$ cat config.mk
export PLATFORM = sky130hd
export DESIGN_NAME = tia_regs
export DESIGN_NICKNAME = d
export VERILOG_FILES = /design/src/hdl/tia_pkg.sv /design/src/hdl/tia_sync2.sv /design/src/hdl/tia_trig_capture.sv /design/src/hdl/tia_regs.sv
export SDC_FILE = /design/constraint.sdc
export NUM_CORES = 1
export LEC_CHECK = 0
export ABC_CLOCK_PERIOD_IN_PS = 1450
export BUFFER_PORTS_ARGS = -buffer_cell sky130_fd_sc_hd__clkbuf_2
export CAP_MARGIN = 0
export CELL_PAD_IN_SITES_DETAIL_PLACEMENT = 1
export CELL_PAD_IN_SITES_GLOBAL_PLACEMENT = 1
export CORE_MARGIN = 2
export CORE_UTILIZATION = 27
export CTS_BUF_LIST = sky130_fd_sc_hd__clkbuf_8
export CTS_CLUSTER_DIAMETER = 40
export DETAILED_ROUTE_END_ITERATION = 10
export PLACE_DENSITY_LB_ADDON = 0.1
export REMOVE_ABC_BUFFERS = 1
export SETUP_SLACK_MARGIN = 0.1
export SLEW_MARGIN = 20
export SYNTH_ARGS = -nofsm -noshare
export SYNTH_HDL_FRONTEND = slang
export SYNTH_SLANG_ARGS = --single-unit
$ cat constraint.sdc
create_clock -name mclk -period 1.45 [get_ports mclk]
set_clock_uncertainty 0.2 [all_clocks]
set_input_delay 0.0725 -clock mclk [delete_from_list [all_inputs] [get_ports mclk]]
set_output_delay 0.0725 -clock mclk [all_outputs]
set_load 0.005 [all_outputs]
$ cat src/hdl/tia_pkg.sv
// Behaviour
// - In integration mode capture bits 7:2 return the six external trigger inputs.
// - In integration mode capture bits 1:0 return the two cross-trigger inputs.
// - Edge-detect builds latch rising trigger edges in integration mode until mode clears.
// - Control bit 0 selects integration mode, effective only while run bit is 0.
// - Permission status holds four 2-bit fields reading 0b10 disabled, 0b11 enabled.
// - Architecture word: architect 31:21, present bit 20 set, revision 19:16, code 15:0.
// - Configuration two bits 19:16 report level (0) or single-edge (1) trigger detection.
// - Configuration two bits 15:8 report comparator width code, zero meaning group width.
// - Alternate trace select reads 0x00, 0x10 or 0x80; other encodings read 0x00.
// - Status, architecture, three configuration words and the kind code are read-only at 0xFB8 through 0xFCC.
package tia_pkg;

  localparam int ADDR_W = 12;
  localparam int DATA_W = 32;
  localparam int EXT_TRIG_W = 6;
  localparam int CT_TRIG_W = 2;
  localparam int TRIG_W = EXT_TRIG_W + CT_TRIG_W;
  localparam int AUTH_W = 4;

  typedef logic [ADDR_W-1:0] tia_addr_t;
  typedef logic [DATA_W-1:0] tia_word_t;

  // Register byte offsets.
  localparam tia_addr_t OFF_TRIG_CAPTURE = 12'hEF8;
  localparam tia_addr_t OFF_INTEG_CTRL = 12'hF00;
  localparam tia_addr_t OFF_AUTH_STATUS = 12'hFB8;
  localparam tia_addr_t OFF_ARCH_ID = 12'hFBC;
  localparam tia_addr_t OFF_CFG_TWO = 12'hFC0;
  localparam tia_addr_t OFF_CFG_ONE = 12'hFC4;
  localparam tia_addr_t OFF_CFG_ZERO = 12'hFC8;
  localparam tia_addr_t OFF_KIND_CODE = 12'hFCC;

  // Field positions.
  localparam int IME_BIT = 0;
  localparam int EXT_LSB = 2;
  localparam int ARCH_PRESENT_BIT = 20;
  localparam int ARCH_REV_LSB = 16;
  localparam int ARCH_ARCHITECT_LSB = 21;
  localparam int CFG2_EDGE_LSB = 16;
  localparam int CFG2_COMP_LSB = 8;
  localparam int CFG1_COUNT_LSB = 24;
  localparam int CFG1_STATES_LSB = 16;
  localparam int CFG1_GRPW_LSB = 8;

  // Field values.
  localparam logic [1:0] AUTH_DISABLED = 2'h2;
  localparam logic [1:0] AUTH_ENABLED = 2'h3;
  localparam logic [3:0] ARCH_REVISION = 4'h1;
  localparam logic [7:0] ALTERNATE_TRACE_SELECT_NONE = 8'h00;
  localparam logic [7:0] ALTERNATE_TRACE_SELECT_STATE4 = 8'h10;
  localparam logic [7:0] ALTERNATE_TRACE_SELECT_STATE7 = 8'h80;
  localparam logic [7:0] COUNT_WIDTH_BITS = 8'h20;
  localparam logic [7:0] NUM_SIG_GROUPS = 8'h0C;
  localparam int GRP_BYTE_BITS = 8;
  localparam tia_word_t ZERO_WORD = 32'h0000_0000;

endpackage

$ cat src/hdl/tia_sync2.sv
`timescale 1ns/1ps
module tia_sync2 #(
  parameter int WIDTH = 1
) (
  input wire logic mclk, // Clock.
  input wire logic srst, // Synchronous reset, active high.
  input wire logic [WIDTH-1:0] async_in, // Signals from outside the clock domain.
  output logic [WIDTH-1:0] sync_out // Signals after two flip-flops.
);
  logic [WIDTH-1:0] stage1_q;

  always_ff @(posedge mclk) begin
    if (srst) begin
      stage1_q <= '0;
      sync_out <= '0;
    end else begin
      stage1_q <= async_in;
      sync_out <= stage1_q;
    end
  end
endmodule

$ cat src/hdl/tia_trig_capture.sv
`timescale 1ns/1ps
module tia_trig_capture #(
  parameter int WIDTH = 8,
  parameter int EDGE_DETECT = 0
) (
  input wire logic mclk, // Clock.
  input wire logic srst, // Synchronous reset, active high.
  input wire logic enable, // Integration mode in effect.
  input wire logic [WIDTH-1:0] trig_in, // Synchronised trigger inputs.
  output logic [WIDTH-1:0] capture // Captured trigger value.
);
  logic [WIDTH-1:0] prev_q;
  logic [WIDTH-1:0] cap_d;
  wire logic [WIDTH-1:0] rise = trig_in & ~prev_q;

  generate
    if (EDGE_DETECT != 0) begin : g_edge
      // A new edge is kept even in the cycle it arrives; only leaving the mode or a reset clears.
      assign cap_d = enable ? (capture | rise) : '0;
    end else begin : g_level
      assign cap_d = enable ? trig_in : '0;
    end
  endgenerate

  always_ff @(posedge mclk) begin
    if (srst) begin
      prev_q <= '0;
      capture <= '0;
    end else begin
      prev_q <= trig_in;
      capture <= cap_d;
    end
  end
endmodule

$ cat src/hdl/tia_regs.sv
`timescale 1ns/1ps
module tia_regs #(
  parameter int TRIG_EDGE = 0,
  parameter int SIGNAL_GROUP_WIDTH = 64,
  parameter logic [7:0] COMP_WIDTH_CODE = 8'h00,
  parameter logic [7:0] ALTERNATE_TRACE_SELECT_CODE = 8'h00,
  parameter logic [7:0] NUM_TRIG_STATES = 8'h05,
  parameter logic [10:0] ARCHITECT_CODE = 11'h155, // Arbitrary value.
  parameter logic [15:0] ARCHITECTURE_CODE = 16'h5A5A, // Arbitrary value.
  parameter logic [31:0] CFG_ZERO_VALUE = 32'h0000_0000,
  parameter logic [7:0] KIND_CODE = 8'h3C // Arbitrary value.
) (
  input wire logic mclk, // Clock, 100 MHz.
  input wire logic srst, // Synchronous reset, active high.
  input wire logic psel, // APB select.
  input wire logic penable, // APB enable.
  input wire logic pwrite, // APB write direction.
  input wire tia_pkg::tia_addr_t paddr, // APB byte address.
  input wire tia_pkg::tia_word_t pwdata, // APB write data.
  output tia_pkg::tia_word_t prdata, // APB read data.
  output logic pready, // APB ready.
  output logic pslverr, // APB error for unmapped addresses.
  input wire logic run_active, // Analyzer run control bit.
  input wire logic [tia_pkg::EXT_TRIG_W-1:0] external_trigger_inputs, // External trigger pins.
  input wire logic [tia_pkg::CT_TRIG_W-1:0] cross_trigger_inputs, // Cross-trigger pins.
  input wire logic invasive_debug_permit, // Invasive debug permission pin.
  input wire logic noninvasive_debug_permit, // Non-invasive debug permission pin.
  input wire logic secure_invasive_permit, // Secure invasive permission pin.
  input wire logic secure_noninvasive_permit, // Secure non-invasive permission pin.
  output logic integ_mode_active // Integration mode in effect.
);
  import tia_pkg::*;

  generate
    if (TRIG_EDGE < 0 || TRIG_EDGE > 1) begin : g_bad_edge
      $error("TRIG_EDGE must be 0 or 1");
    end
    if (SIGNAL_GROUP_WIDTH < 8 || SIGNAL_GROUP_WIDTH > 2048 || SIGNAL_GROUP_WIDTH % 8 != 0) begin : g_bad_grp
      $error("SIGNAL_GROUP_WIDTH must be a multiple of 8 up to 2048");
    end
  endgenerate

  function automatic logic word_hit(input tia_addr_t addr, input tia_addr_t off);
    return addr[ADDR_W-1:2] == off[ADDR_W-1:2];
  endfunction

  function automatic logic [1:0] auth_field(input logic permitted);
    return permitted ? AUTH_ENABLED : AUTH_DISABLED;
  endfunction

  function automatic logic [7:0] legal_alternate_trace_select(input logic [7:0] code);
    return (code == ALTERNATE_TRACE_SELECT_STATE4 || code == ALTERNATE_TRACE_SELECT_STATE7) ? code : ALTERNATE_TRACE_SELECT_NONE;
  endfunction

  logic ime_q;
  logic ime_d;
  tia_word_t prdata_d;
  logic err_q;
  logic [TRIG_W-1:0] trig_sync;
  logic [AUTH_W-1:0] auth_sync;
  logic [TRIG_W-1:0] trig_capture;

  tia_sync2 #(
    .WIDTH(TRIG_W)
  ) u_trig_sync (
    .mclk(mclk),
    .srst(srst),
    .async_in({external_trigger_inputs, cross_trigger_inputs}),
    .sync_out(trig_sync)
  );

  tia_sync2 #(
    .WIDTH(AUTH_W)
  ) u_auth_sync (
    .mclk(mclk),
    .srst(srst),
    .async_in({secure_noninvasive_permit, secure_invasive_permit, noninvasive_debug_permit,
               invasive_debug_permit}),
    .sync_out(auth_sync)
  );

  wire logic invasive_ok = auth_sync[0];
  wire logic noninvasive_ok = auth_sync[1];
  wire logic sec_inv_ok = auth_sync[2];
  wire logic sec_noninv_ok = auth_sync[3];

  // Integration mode only takes effect while the analyzer is stopped.
  assign integ_mode_active = ime_q & ~run_active;

  tia_trig_capture #(
    .WIDTH(TRIG_W),
    .EDGE_DETECT(TRIG_EDGE)
  ) u_capture (
    .mclk(mclk),
    .srst(srst),
    .enable(integ_mode_active),
    .trig_in(trig_sync),
    .capture(trig_capture)
  );

  wire logic setup_phase = psel & ~penable;
  wire logic access_phase = psel & penable;
  wire logic hit_capture = word_hit(paddr, OFF_TRIG_CAPTURE);
  wire logic hit_ctrl = word_hit(paddr, OFF_INTEG_CTRL);
  wire logic hit_auth = word_hit(paddr, OFF_AUTH_STATUS);
  wire logic hit_arch = word_hit(paddr, OFF_ARCH_ID);
  wire logic hit_cfg2 = word_hit(paddr, OFF_CFG_TWO);
  wire logic hit_cfg1 = word_hit(paddr, OFF_CFG_ONE);
  wire logic hit_cfg0 = word_hit(paddr, OFF_CFG_ZERO);
  wire logic hit_kind = word_hit(paddr, OFF_KIND_CODE);
  wire logic hit_any = hit_capture | hit_ctrl | hit_auth | hit_arch | hit_cfg2 | hit_cfg1 | hit_cfg0 | hit_kind;

  // External triggers in the upper six bits, cross triggers in the lower two.
  wire tia_word_t capture_word = {{(DATA_W - TRIG_W){1'b0}}, trig_capture};
  wire tia_word_t ctrl_word = {{(DATA_W - 1){1'b0}}, ime_q};
  wire tia_word_t auth_word = {24'h00_0000,
                               auth_field((invasive_ok | noninvasive_ok) & (sec_inv_ok | sec_noninv_ok)),
                               auth_field(invasive_ok & sec_inv_ok),
                               auth_field(invasive_ok | noninvasive_ok),
                               auth_field(invasive_ok)};
  wire tia_word_t arch_word = {ARCHITECT_CODE, 1'b1, ARCH_REVISION, ARCHITECTURE_CODE};
  wire logic [3:0] edge_style = TRIG_EDGE[3:0];
  wire tia_word_t cfg2_word = {12'h000, edge_style, COMP_WIDTH_CODE, legal_alternate_trace_select(ALTERNATE_TRACE_SELECT_CODE)};
  localparam int GRP_CODE = SIGNAL_GROUP_WIDTH / GRP_BYTE_BITS - 1;
  wire logic [7:0] grp_code = GRP_CODE[7:0];
  wire tia_word_t cfg1_word = {COUNT_WIDTH_BITS, NUM_TRIG_STATES, grp_code, NUM_SIG_GROUPS};
  wire tia_word_t kind_word = {24'h00_0000, KIND_CODE};

  assign prdata_d = ({DATA_W{hit_capture}} & capture_word)
                  | ({DATA_W{hit_ctrl}} & ctrl_word)
                  | ({DATA_W{hit_auth}} & auth_word)
                  | ({DATA_W{hit_arch}} & arch_word)
                  | ({DATA_W{hit_cfg2}} & cfg2_word)
                  | ({DATA_W{hit_cfg1}} & cfg1_word)
                  | ({DATA_W{hit_cfg0}} & CFG_ZERO_VALUE)
                  | ({DATA_W{hit_kind}} & kind_word);

  // Only the control word is writable; every other write falls through with no effect.
  assign ime_d = (access_phase & pwrite & hit_ctrl) ? pwdata[IME_BIT] : ime_q;

  // Zero-wait slave: data and error are prepared in setup, presented in access.
  assign pready = 1'b1;
  assign pslverr = access_phase & err_q;

  always_ff @(posedge mclk) begin
    if (srst) begin
      ime_q <= 1'b0;
      prdata <= ZERO_WORD;
      err_q <= 1'b0;
    end else begin
      ime_q <= ime_d;
      if (setup_phase) begin
        prdata <= pwrite ? ZERO_WORD : prdata_d;
        err_q <= ~hit_any;
      end
    end
  end
endmodule

# Word level (Yosys, flattened, before mapping)
# Cells that the tools add are included.
[op_classes]
eq_ne = 8
mux = 5
bitwise_logic = 29
reduce_logical = 1
[op_table]
columns = ["op", "count"]
rows = [
  ["10-bit == test, second input constant", 8],
  ["32-bit by 8-bit AND with 32-bit output", 2],
  ["32-bit by 30-bit bitwise OR with 32-bit output", 2],
  ["32-bit bitwise OR", 2],
  ["32-bit by 1-bit AND with 32-bit output", 1],
  ["32-bit 2-to-1 mux", 1],
  ["32-bit by 6-bit bitwise OR with 32-bit output", 1],
  ["1-bit bitwise OR", 9],
  ["1-bit AND", 8],
  ["1-bit 2-to-1 mux", 4],
  ["1-bit inverter", 4],
  ["2-bit OR reduction", 1],
]
[totals]
ff_bits = 66
in_bits = 62
output_inout_bits = 35
elab_cells = 51

# Logic depth before layout (Yosys ltp)
# Gate-level depths: netlist of the first run.
[logic_depth]
ltp_word = 9
ltp_mapped = 5
ltp_nobuf = 4

# Cells and area by module
# A second synthesis of the first run with hierarchy kept.
[hier_totals]
hier_cells = 190
hier_area_um2 = 1860.5
[modules_own_cells]
columns = ["mod", "instances", "cells_each", "area_per_inst_um2", "seq_area_each_um2"]
rows = [
  ["tia_regs", 1, 125, 955.9, 260.2],
  ["tia_sync2 (u_trig_sync)", 1, 33, 464.2, 320.3],
  ["tia_trig_capture", 1, 16, 230.2, 160.2],
  ["tia_sync2 (u_auth_sync)", 1, 16, 210.2, 160.2],
]

# Worst setup path before layout of the first run
# No wires, ideal clock.
[synth_timing]
path_type = "in2reg"
start = "input paddr[7]"
end = "register prdata[27]"
setup_ns = 0.070
arrival_ns = 1.299
required_ns = 1.180
slack_ns = -0.119
path_stages = 5
n_path_buf = 1
cell_sequence = "clkbuf_2 > nand2_1 > or4b_4 > or4_1 > a21oi_1"
[synth_between]
elab_chain_len = 8
word_cells_on_any_way = 13
classes_between = "4 x eq/ne; 1 x mux; 8 x bitwise"
[synth_lines]
columns = ["item", "line", "text"]
rows = [
  ["start, declared", "tia_regs.sv:18", "input wire tia_pkg::tia_addr_t paddr,"],
  ["10-bit == test", "tia_regs.sv:44", "return addr[ADDR_W-1:2] == off[ADDR_W-1:2];"],
  ["32-bit by 8-bit AND with 32-bit output or 32-bit by 1-bit AND with 32-bit output (tied branches)", "tia_regs.sv:129, tia_regs.sv:130", ""],
  ["32-bit bitwise OR", "tia_regs.sv:130", "| ({DATA_W{hit_ctrl}} & ctrl_word)"],
  ["32-bit bitwise OR", "tia_regs.sv:131", "| ({DATA_W{hit_auth}} & auth_word)"],
  ["32-bit by 30-bit bitwise OR with 32-bit output *", "tia_regs.sv:132", "| ({DATA_W{hit_arch}} & arch_word)"],
  ["32-bit by 30-bit bitwise OR with 32-bit output *", "tia_regs.sv:134", "| ({DATA_W{hit_cfg1}} & cfg1_word)"],
  ["32-bit by 6-bit bitwise OR with 32-bit output *", "tia_regs.sv:136", "| ({DATA_W{hit_kind}} & kind_word);"],
  ["32-bit 2-to-1 mux *", "tia_regs.sv:153", "prdata <= pwrite ? ZERO_WORD : prdata_d;"],
  ["end signal, assigned", "tia_regs.sv:153", ""],
  ["end, declared", "tia_regs.sv:20", "output tia_pkg::tia_word_t prdata,"],
]
# Every way passes the cells marked *; elsewhere a longest branch is shown, timed or not.
# A chain may end at the register's enable or synchronous reset.

# Final worst setup path of the first run
[layout_timing]
start = "register u_capture.capture[0]"
end = "register prdata[0]"
[layout_between]
elab_chain_len = 7
[layout_lines]
columns = ["item", "line", "text"]
rows = [
  ["start, declared", "tia_trig_capture.sv:10", "output logic [WIDTH-1:0] capture"],
  ["start signal, assigned", "tia_trig_capture.sv:31", "capture <= cap_d;"],
  ["32-bit by 8-bit AND with 32-bit output", "tia_regs.sv:129", "assign prdata_d = ({DATA_W{hit_capture}} & capture_word)"],
  ["32-bit bitwise OR", "tia_regs.sv:130", ""],
  ["32-bit bitwise OR", "tia_regs.sv:131", ""],
  ["32-bit by 30-bit bitwise OR with 32-bit output", "tia_regs.sv:132", ""],
  ["32-bit by 30-bit bitwise OR with 32-bit output", "tia_regs.sv:134", ""],
  ["32-bit by 6-bit bitwise OR with 32-bit output", "tia_regs.sv:136", ""],
  ["32-bit 2-to-1 mux", "tia_regs.sv:153", ""],
]
# No other way between the ends.

==> results of run 1 <==
kinds of logic (layout without fill, tap and decap cells):
group,count (synthesis),in the layout,synth area share [%]
AND/OR/NAND/NOR,83,83,28.17
flip-flops,45,45,49.59
buffers and inverters,29,114,11.09
AO/OA/AOI/OAI,28,28,10.19
other,2,11,0.4134
multiplexers,1,1,0.5510
worst max-delay path by stage:
stage	slack, ns	cells past startpoint	to	start
5_1_grt	-0.04	4	prdata[0]	u_capture.capture[0]
6_report	0.03	4	prdata[0]	u_capture.capture[0]
3_5_place_dp	-0.22	5	prdata[27]	paddr[4]
4_1_cts	-0.02	4	prdata[0]	u_auth_sync.sync_out[0]
3_3_place_gp	-0.20	5	prdata[27]	paddr[4]
2_1_floorplan	-0.07	4	prdata[27]	paddr[11]
cells in the mapped netlist (2+ instances only):
cell type and n:
sky130_fd_sc_hd__a211oi_1 2, sky130_fd_sc_hd__a21oi_1 8, sky130_fd_sc_hd__a32oi_1 2, sky130_fd_sc_hd__and2_1 8
sky130_fd_sc_hd__and3_1 3, sky130_fd_sc_hd__buf_4 22, sky130_fd_sc_hd__clkbuf_1 2, sky130_fd_sc_hd__conb_1 2
sky130_fd_sc_hd__dfxtp_1 45, sky130_fd_sc_hd__inv_1 2, sky130_fd_sc_hd__nand2_1 15, sky130_fd_sc_hd__nand3_1 3
sky130_fd_sc_hd__nand4_1 4, sky130_fd_sc_hd__nand4b_1 3, sky130_fd_sc_hd__nor2_1 3, sky130_fd_sc_hd__nor2b_1 27
sky130_fd_sc_hd__nor3_1 2, sky130_fd_sc_hd__nor3b_1 2, sky130_fd_sc_hd__o211ai_1 3, sky130_fd_sc_hd__o21ai_0 5
sky130_fd_sc_hd__or4_1 3
per-layer routing:
layer	vias up	part of all wire, %	global-route usage, %
met2	57	45	20.86
met1	741	47	16.42
li1	803	-	-
met3	6	7.3	3.754
met5	-	0	0
met4	0	1.1	3.896
cell type report:
cell class              count  share of cell area (%)
multi-input cells         123                   30.32
well taps                  77                   3.682
clock buffers               5                   2.630
clock inverters             3                   1.626
flip-flops and latches     45                   34.53
inverters                   2                  0.2869
repair buffers            104                   26.92
cell usage in the layout (no fill, tap or decap), drive strengths merged, types with 2 or more instances in the layout:
master and count:
a211oi 2, a21oi 8, a32oi 2, and2 8, and3 4, buf 40
clkbuf 54, conb 11, dfxtp 45, dlygate4sd3 15, inv 3, nand2 15
nand3 3, nand4 4, nand4b 3, nor2 3, nor2b 27, nor3 2
nor3b 2, o211ai 3, o21ai 5, or4 4
power by group:
| part | switching, mW | internal [mW] |
|---|---|---|
| Sequential | 0.00757 | 1.27 |
| Clock | 0.429 | 0.511 |
| Combinational | 0.111 | 0.145 |
timing repair:
| item | 4_1_cts | 5_1_grt |
|---|---|---|
| hold buffers | 14 | 1 |
| gates resized for setup | 4 | 17 |
| pin swaps | 5 | 6 |
| cloned | 0 | 0 |
| setup endpoints to repair | 2 | 6 |
| setup buffers | 1 | 0 |
| endpoints found under the hold margin | 17 | 1 |
flip-flops by register name, summed over array words and instances (netlist names):
register              count
prdata                   11
err_q                     1
u_trig_sync.stage1_q      8
ime_q                     1
u_auth_sync.stage1_q      4
u_capture.capture         8
u_auth_sync.sync_out      4
u_trig_sync.sync_out      8
stage by stage:
stage               cell area [µm²]  instances  TNS [ns]  util [%]  total power, mW
global route                   2616        359  -0.03911     40.74            2.596
global placement               2291        336   -0.7203     35.67            1.517
finish                         2616        359         0     40.74            2.471
CTS                            2567        359  -0.02260     39.98            2.499
floorplan                      1657        170  -0.08940         -            1.366
detailed placement             2291        336   -0.8611     35.67            1.519
critical path, delay by kind of cell (launching register included):
kind / cells / cell delay, ns
AO/OA/AOI/OAI: 3 / 0.71
flip-flops: 1 / 0.32
AND/OR/NAND/NOR: 1 / 0.10
==> summary.txt, run 1 <==
GRT
  • GRT Overall Usage: between 10% and 20%
  • Sum of overflow across all layers after global routing: 0
  • Largest net degree at the start of global routing: 32
  • Vias in the first global route: between 1500 and 2000
  • Number of antenna violations at the first check in global routing: 0
  • First-pass GRT wire length: ~7300 µm

Setup path
  • Crit path max-delay cell type: sky130_fd_sc_hd__a2111oi_2
  • Arrival time of data at the critical path endpoint: 1.42 ns
  • Crit-path max cell delay: roughly 0.33 ns
  • Kind of end point of the critical path: flip-flop
  • Worst flop-to-flop path endpoint: prdata[0]
  • Critical Setup Path Class: reg -> reg
  • Most frequent CP cell: sky130_fd_sc_hd__a211oi_2
  • Worst reg2reg path startpoint: u_capture.capture[0]
  • Cell depth of the worst flop-to-flop path: 4
  • List of cells traversed by the critical path: nand4b_1 -> a211oi_2 -> a211oi_2 -> a2111oi_2
  • Nature of the critical path startpoint: flip-flop
  • Register-to-register path setup slack: just over 0.03 ns
  • Highest fanout seen on the critical path: 1
  • Req. time, crit path: 1.45 ns

Timing
  • Post-layout minimum cycle time: around 1.4 ns
  • Final worst-path setup slack: 0.03120 ns
  • Top achievable clock speed: roughly 700 MHz
  • Portion of the clock cycle consumed by the worst path in the final layout: slightly below 100%
  • Final hold violation count: 2
  • Worst hold margin: -0.005405 ns
  • Setup violations, final: 0
  • Number of slew-limit violations in the final report: 0
  • Unrepaired setup endpoints after global routing: true

Floorplan
  • Initial Util: 28.29%
  • X dimension of the die: about 86 µm
  • Row count: 29
  • Ports: between 90 and 100
  • Die ar.: between 0.007 and 0.008 mm²
  • Core region area: around 0.0064 mm²
  • Die span in y: approximately 86 µm

Min path
  • Endpoint of the worst hold path: prdata[27]
  • Beginning of the worst hold path: pwrite
  • Hold depth: 4
  • Worst hold path class: in -> reg

Synthesis
  • Flop and latch count out of synthesis: 45
  • Ranking of synthesized cells by area: sky130_fd_sc_hd__dfxtp_1, sky130_fd_sc_hd__nor2b_1, sky130_fd_sc_hd__buf_4, sky130_fd_sc_hd__nand2_1, sky130_fd_sc_hd__and2_1
  • Yosys warning total: 0
  • Dominant register cell in the synthesized netlist: sky130_fd_sc_hd__dfxtp_1
  • Register area share after synthesis: 49.59%
  • Gate count of the mapped netlist: around 190
  • Post-synth ARST share: 0%
  • Per-instance average area after synthesis: about 9.7 µm²
  • Number of library cell types mapped by synthesis: 43
  • Mapped Area: between 0.0015 and 0.002 mm²
  • Library cell occupying the most area in the post-synthesis netlist: sky130_fd_sc_hd__dfxtp_1
  • Count of flip-flops with a built-in enable after synthesis: 0
  • Share of Yosys cell area claimed by the top area cell type: approximately half

Clocking
  • TritonCTS Sinks: between 40 and 50
  • Maximum number of buffers from clock root to sink: 2
  • Number of buffers created by CTS: 5
  • Latest clock arrival within the worst-skew pair: between 0.2 and 0.3 ns
  • Clock tree from TritonCTS: done
  • CTS root buf: sky130_fd_sc_hd__clkbuf_8
  • Clk pin slew, worst setup/hold paths: 0.08 ns
  • Total number of H-tree levels: 2

Detailed routing
  • Sum of routed wire length over all layers: between 4000 and 5000 µm
  • Post-route ant nets: 0
  • DRC Markers: 0
  • Detailed router's first-iteration violation count: between 40 and 50
  • DR vias: 1607
  • Via count normalized by instance count: about 4.5
  • Number of iterations in the first detailed-routing pass: 4
  • Routed length per placed instance: ~13 µm

Outcome
  • Violations in the final reports: negative hold slack
  • Run status: complete, but fails checks

Flow run
  • Number of violations of the max-capacitance limit: 0

Final layout
  • Area of combinational cells with multiple inputs: roughly 790 µm²
  • Net total in the final layout: 343
  • Filler instances: around 780
  • Fraction of layout instances using a drive strength above 1: roughly two fifths
  • Antenna diode instance count: 0
  • Area growth from synthesis to final layout: 44.01%
  • FF/Latch Area: approximately 900 µm²

Placement
  • Placed wire-length estimate after detailed placement: ~3500 µm
  • Setup Slack @ Placement: -0.2183 ns
  • Final Wtd Congestion: 0.7955
  • Number of port buffers: 52

Power
  • Ratio of total power to cell area: approximately 940 mW/mm²
  • P_leak: 1.154 nW
  • Largest vdd supply drop: roughly 0.51 mV
(Power assumes the default switching activity.)
==> run 2: changes to the inputs <==
--- a/config.mk
+++ b/config.mk
@@ -15,7 +15,7 @@
 export CTS_BUF_LIST = sky130_fd_sc_hd__clkbuf_8
 export CTS_CLUSTER_DIAMETER = 40
 export DETAILED_ROUTE_END_ITERATION = 10
-export PLACE_DENSITY_LB_ADDON = 0.1
+export PLACE_DENSITY = 0.81
 export REMOVE_ABC_BUFFERS = 1
 export SETUP_SLACK_MARGIN = 0.1
 export SLEW_MARGIN = 20
==> run 2 against run 1 <==
Against the previous run:
- the flow still finishes with violations (negative hold slack)
- sequential cell count is the same
- cell count down 0.56%
- register-to-register slack gained 0.11 ns
- sequential power hardly changed
- count of clock-buffer cells in the layout unchanged
- utilization decreased by 0.72 points
- maximum frequency is 6.2% higher
- die area stayed put
- worst hold slack worse by 0.091 ns
- non-clock buffer count fell by 2
- combinational power hardly changed
- largest cell class unchanged
==> summary.txt, run 2 (synthesis results as in run 1) <==
Timing
  • Setup violations, final: 0 (unchanged)
  • Worst hold margin: -0.09608 ns (was -0.005405 ns)
  • Portion of the clock cycle consumed by the worst path in the final layout: 92.13% (was 97.85%)
  • Number of slew-limit violations in the final report: 0 (unchanged)
  • Final hold violation count: 2 (unchanged)
  • Unrepaired setup endpoints after global routing: true (unchanged)
  • Top achievable clock speed: 748.6 MHz (was 704.8 MHz)
  • Post-layout minimum cycle time: 1.336 ns (was 1.419 ns)
  • Total negative setup slack: 0 ns (unchanged)

Final layout
  • Fraction of layout instances using a drive strength above 1: 38.57% (was 39.72%)
  • Final Util: 40.02% (was 40.74%)
  • Finished Layout Cells: 357 (was 359)
  • Most used cells in the layout excluding fill and tap cells: sky130_fd_sc_hd__clkbuf_2, sky130_fd_sc_hd__dfxtp_1, sky130_fd_sc_hd__buf_4 (unchanged)
  • Area growth from synthesis to final layout: 41.46% (was 44.01%)
  • Reg with most FFs: prdata (unchanged)
  • Net total in the final layout: 341 (was 343)
  • Most common library cell in the layout ignoring fill and taps: sky130_fd_sc_hd__clkbuf_2 (unchanged)
  • Antenna diode instance count: 0 (unchanged)
  • Number of flip-flops in the largest register: 11 (unchanged)

GRT
  • Vias in the first global route: 1786 (was 1549)
  • First-pass GRT wire length: 7941 µm (was 7341 µm)
  • Number of antenna violations at the first check in global routing: 0 (unchanged)
  • Sum of overflow across all layers after global routing: 0 (unchanged)
  • Largest net degree at the start of global routing: 32 (unchanged)
  • GRT Overall Usage: 13.52% (was 12.83%)

Setup path
  • Arrival time of data at the critical path endpoint: 1.38 ns (was 1.42 ns)
  • Kind of end point of the critical path: flip-flop (unchanged)
  • List of cells traversed by the critical path: clkbuf_2 -> and3_4 -> or4b_4 -> or4_1 -> a21oi_1 (was nand4b_1 -> a211oi_2 -> a211oi_2 -> a2111oi_2)
  • Req. time, crit path: 1.49 ns (was 1.45 ns)
  • Crit-path max cell delay: 0.46 ns (was 0.33 ns)
  • Highest fanout seen on the critical path: 2 (was 1)
  • Crit path max-delay cell type: sky130_fd_sc_hd__or4b_4 (was sky130_fd_sc_hd__a2111oi_2)
  • Critical Setup Path Class: in -> reg (was reg -> reg)
  • Nature of the critical path startpoint: input port (was flip-flop)

Detailed routing
  • DR vias: 1625 (was 1607)
  • Sum of routed wire length over all layers: 4782 µm (was 4502 µm)
  • Post-route ant nets: 0 (unchanged)
  • Number of iterations in the first detailed-routing pass: 5 (was 4)
  • Top metal layer carrying routed signals: met4 (unchanged)
  • Routed length per placed instance: 13.39 µm (was 12.54 µm)
  • Detailed route wirelength on metal3: 201 µm (was 330 µm)
  • Detailed router's first-iteration violation count: 80 (was 45)
  • DRC Markers: 0 (unchanged)
  • Wire length on met2: 2447 µm (was 2004 µm)
  • Met1 routed wirelength after detailed routing: 2079 µm (was 2118 µm)
  • Via count normalized by instance count: 4.552 (was 4.476)

Placement
  • Final Wtd Congestion: 0.7858 (was 0.7955)
  • Placed wire-length estimate after detailed placement: 3540 µm (was 3463 µm)
  • Cells after DPL: 333 (was 336)
  • Number of port buffers: 52 (unchanged)

Clocking
  • CTS root buf: sky130_fd_sc_hd__clkbuf_8 (unchanged)
  • TritonCTS Sinks: 45 (unchanged)
  • Number of buffers created by CTS: 5 (unchanged)
  • Total number of H-tree levels: 2 (unchanged)
  • Clk pin slew, worst setup/hold paths: 0.10 ns (was 0.08 ns)
  • Clock tree from TritonCTS: done (unchanged)
  • Maximum number of buffers from clock root to sink: 2 (unchanged)
  • Total of hold buffers inserted after clock tree synthesis: 15 (was 14)
  • Latest clock arrival within the worst-skew pair: 0.30 ns (was 0.29 ns)

Power
  • P_leak: 1.127 nW (was 1.154 nW)
  • Ratio of total power to cell area: 910.6 mW/mm² (was 944.4 mW/mm²)
  • Pwr Total: 2.340 mW (was 2.471 mW)
  • Largest vdd supply drop: 0.6311 mV (was 0.5132 mV)

Floorplan
  • Die ar.: 0.007401 mm² (unchanged)
  • Row count: 29 (unchanged)
  • Ports: 97 (unchanged)
  • X dimension of the die: 86.03 µm (unchanged)
  • Initial Util: 28.29% (unchanged)
  • Core region area: 0.006422 mm² (unchanged)
  • Die span in y: 86.03 µm (unchanged)

Min path
  • Worst hold path class: in -> reg (unchanged)

Outcome
  • Violations in the final reports: negative hold slack (unchanged)
  • Run status: complete, but fails checks (unchanged)

Flow run
  • Number of violations of the max-capacitance limit: 0 (unchanged)
run 2: metal layers:
metal	vias up	global-route usage (%)
met5	-	0
met4	0	5.195
met3	4	2.791
met2	44	24.88
met1	775	15.14
li1	802	-
run 2: final timing paths:
| check | startpoint | end | slack, ns | cells after the start |
|---|---|---|---|---|
| hold reg to reg | u_trig_sync.sync_out[0] | u_capture.capture[0] | 0.23 | 1 |
| setup / recovery | paddr[4] | prdata[27] | 0.11 | 5 |
| hold / removal | pwrite | prdata[0] | -0.1 | 3 |
| setup reg to reg | u_auth_sync.sync_out[0] | prdata[2] | 0.14 | 4 |
run 2: critical path: cells and delay by family:
family | cells | cell delay [ns]
buf+inv | 1 | 0.10
compound gates | 1 | 0.15
simple gates | 3 | 1.05
run 2: final cells by class:
cell class / count / area [µm²]
clock buffers: 5 / 68.82
clock inverters: 3 / 25.02
fillers: 773 / 3852
inverters: 2 / 7.507
multi-input cells: 123 / 785.8
flip-flops and latches: 45 / 902.1
well taps: 77 / 96.34
repair buffers: 102 / 684.4
run 2: metrics by stage:
stage | area (µm²) | setup slack, ns
floorplan | 1657 | -0.07314
global placement | 2268 | -0.2262
detailed placement | 2268 | -0.2623
CTS | 2551 | 0.08680
global route | 2570 | 0.06047
finish | 2570 | 0.1142
run 2: repair_timing:
action / in CTS / in global routing
resized for setup: 7 / 5
hold endpoints to repair: 18 / 3
endpoints found under the setup margin: 4 / 6
setup buffers: 1 / 0
pin swaps: 4 / 5
run 2: power breakdown:
group | internal [mW] | total [mW] | switching [mW]
registers | 1.27 | 1.28 | 0.00821
clock network | 0.348 | 0.808 | 0.460
logic | 0.140 | 0.256 | 0.116
total | 1.76 | 2.34 | 0.584
==> run 3: changes to the inputs <==
--- a/config.mk
+++ b/config.mk
@@ -16,7 +16,6 @@
 export CTS_CLUSTER_DIAMETER = 40
 export DETAILED_ROUTE_END_ITERATION = 10
 export PLACE_DENSITY = 0.81
-export REMOVE_ABC_BUFFERS = 1
 export SETUP_SLACK_MARGIN = 0.1
 export SLEW_MARGIN = 20
 export SYNTH_ARGS = -nofsm -noshare
==> run 3 against run 2 <==
Against the previous run:
- count of clock-buffer cells in the layout unchanged
- design area decreased by 0.39%
- via count decreased by 3.1%
- register-to-register slack got worse by 0.08 ns
- utilization decreased by 0.16 points
- the flow finishes with violations (negative hold slack, negative setup slack)
- cell count decreased by 1.1%
- die area unchanged
==> summary.txt, run 3 (synthesis results as in run 1) <==
Timing
  • Final hold violation count: 1 (was 2)
  • Unrepaired setup endpoints after global routing: true (unchanged)
  • Post-layout minimum cycle time: 1.451 ns (was 1.336 ns)
  • Final worst-path setup slack: -0.0006410 ns (was 0.1142 ns)
  • Total negative setup slack: -0.0006410 ns (was 0 ns)
  • Worst hold margin: -0.04043 ns (was -0.09608 ns)
  • Portion of the clock cycle consumed by the worst path in the final layout: 100.0% (was 92.13%)
  • Top achievable clock speed: 689.4 MHz (was 748.6 MHz)
  • Setup violations, final: 1 (was 0)
  • Number of slew-limit violations in the final report: 0 (unchanged)

Clocking
  • Latest clock arrival within the worst-skew pair: 0.29 ns (was 0.30 ns)
  • Clk pin slew, worst setup/hold paths: 0.09 ns (was 0.10 ns)
  • Total number of H-tree levels: 2 (unchanged)
  • Clock tree from TritonCTS: done (unchanged)
  • TritonCTS Sinks: 45 (unchanged)
  • CTS root buf: sky130_fd_sc_hd__clkbuf_8 (unchanged)
  • Maximum number of buffers from clock root to sink: 2 (unchanged)
  • Number of buffers created by CTS: 5 (unchanged)

Final layout
  • Most used cells in the layout excluding fill and tap cells: sky130_fd_sc_hd__clkbuf_2, sky130_fd_sc_hd__dfxtp_1, sky130_fd_sc_hd__buf_4 (unchanged)
  • Antenna diode instance count: 0 (unchanged)
  • Net total in the final layout: 337 (was 341)
  • Filler instances: 737 (was 773)
  • Number of flip-flops in the largest register: 11 (unchanged)
  • Most common library cell in the layout ignoring fill and taps: sky130_fd_sc_hd__clkbuf_2 (unchanged)
  • Area growth from synthesis to final layout: 40.91% (was 41.46%)
  • Fraction of layout instances using a drive strength above 1: 38.04% (was 38.57%)
  • Area of combinational cells with multiple inputs: 802.0 µm² (was 785.8 µm²)
  • Reg with most FFs: prdata (unchanged)
  • FF/Latch Area: 904.6 µm² (was 902.1 µm²)

Detailed routing
  • Routed length per placed instance: 12.46 µm (was 13.39 µm)
  • DRC Markers: 0 (unchanged)
  • Via count normalized by instance count: 4.459 (was 4.552)
  • Sum of routed wire length over all layers: 4400 µm (was 4782 µm)
  • Post-route ant nets: 0 (unchanged)
  • Number of iterations in the first detailed-routing pass: 2 (was 5)
  • Detailed router's first-iteration violation count: 54 (was 80)
  • DR vias: 1574 (was 1625)

Setup path
  • Highest fanout seen on the critical path: 4 (was 2)
  • List of cells traversed by the critical path: clkbuf_2 -> dlygate4sd3_1 -> or4_4 -> a21oi_2 (was clkbuf_2 -> and3_4 -> or4b_4 -> or4_1 -> a21oi_1)
  • Kind of end point of the critical path: flip-flop (unchanged)
  • Nature of the critical path startpoint: input port (unchanged)
  • Crit-path max cell delay: 0.62 ns (was 0.46 ns)
  • Req. time, crit path: 1.48 ns (was 1.49 ns)
  • Critical Setup Path Class: in -> reg (unchanged)
  • Crit path max-delay cell type: sky130_fd_sc_hd__dlygate4sd3_1 (was sky130_fd_sc_hd__or4b_4)
  • Arrival time of data at the critical path endpoint: 1.48 ns (was 1.38 ns)

Floorplan
  • Row count: 29 (unchanged)
  • X dimension of the die: 86.03 µm (unchanged)
  • Core region area: 0.006422 mm² (unchanged)
  • Ports: 97 (unchanged)
  • Die span in y: 86.03 µm (unchanged)
  • Die ar.: 0.007401 mm² (unchanged)
  • Initial Util: 28.29% (unchanged)

Min path
  • Worst hold path class: in -> reg (unchanged)

Flow run
  • Number of violations of the max-capacitance limit: 0 (unchanged)

GRT
  • Number of antenna violations at the first check in global routing: 0 (unchanged)
  • Vias in the first global route: 1477 (was 1786)
  • Sum of overflow across all layers after global routing: 0 (unchanged)
  • First-pass GRT wire length: 6900 µm (was 7941 µm)
  • GRT Overall Usage: 12.04% (was 13.52%)
  • Largest net degree at the start of global routing: 32 (unchanged)

Power
  • P_leak: 1.109 nW (was 1.127 nW)
  • Ratio of total power to cell area: 901.0 mW/mm² (was 910.6 mW/mm²)
  • Largest vdd supply drop: 0.4571 mV (was 0.6311 mV)

Outcome
  • Violations in the final reports: negative hold slack, negative setup slack (was negative hold slack)
  • Run status: complete, but fails checks (unchanged)

Placement
  • Final Wtd Congestion: 0.7936 (was 0.7858)
  • Placed wire-length estimate after detailed placement: 3384 µm (was 3540 µm)
  • Number of port buffers: 52 (unchanged)
-- run 3: final cells by class --
| type | count | share of cell area [%] |
|---|---|---|
| Clock buffer | 5 | 2.688 |
| Clock inverter | 3 | 0.9775 |
| Inverter | 2 | 0.2933 |
| Multi-Input combinational cell | 123 | 31.33 |
| Sequential cell | 45 | 35.34 |
| Tap cell | 77 | 3.763 |
| Timing Repair Buffer | 98 | 25.61 |
-- run 3: timing repair --
item,in CTS,in global routing
buffers inserted,0,1
pin swaps,1,2
hold buffers,14,1
endpoints found under the setup margin,1,9
hold endpoints to repair,18,2
gates resized for setup,4,8
-- run 3: routing by layer --
layer  global-route usage [%]  part of all wire [%]  vias up
met5                        0                     0        -
met4                    5.916                   2.2        0
met3                    2.117                   4.4        8
met2                    20.23                    50       44
met1                    14.80                    44      732
li1                         -                     -      790
-- run 3: worst max-delay path, delay by kind of cell --
kind / cells / cell delay [ns]
buffers and inverters: 2 / 0.75
and+or+nand+nor: 1 / 0.53
AOI/OAI and AO/OA: 1 / 0.13
-- run 3: metrics by stage --
step	area (µm²)	utilization [%]	cells	setup WS, ns	power, mW
after floorplan	1876	-	197	-0.06134	1.410
after global placement	2265	35.26	329	-0.1988	1.509
after detailed placement	2265	35.26	329	-0.2078	1.516
after CTS	2509	39.06	351	0.01872	2.335
after global routing	2560	39.86	353	-0.03753	2.427
final	2560	39.86	353	-0.0006410	2.307
-- run 3: path summary, 6_finish.rpt --
check | start | end | slack [ns] | cells past startpoint
worst min-delay path | pwrite | prdata[18] | -0.04 | 3
worst max register to register | u_auth_sync.sync_out[0] | prdata[0] | 0.06 | 4
worst max-delay path | pwrite | prdata[27] | -0.0006 | 4
worst min register to register | u_trig_sync.sync_out[3] | u_capture.capture[3] | 0.23 | 1
-- run 3: where the power goes --
part	internal, mW	total, mW	switching, mW
clock	0.348	0.780	0.433
combinational	0.136	0.252	0.115
sequential	1.27	1.27	0.00857
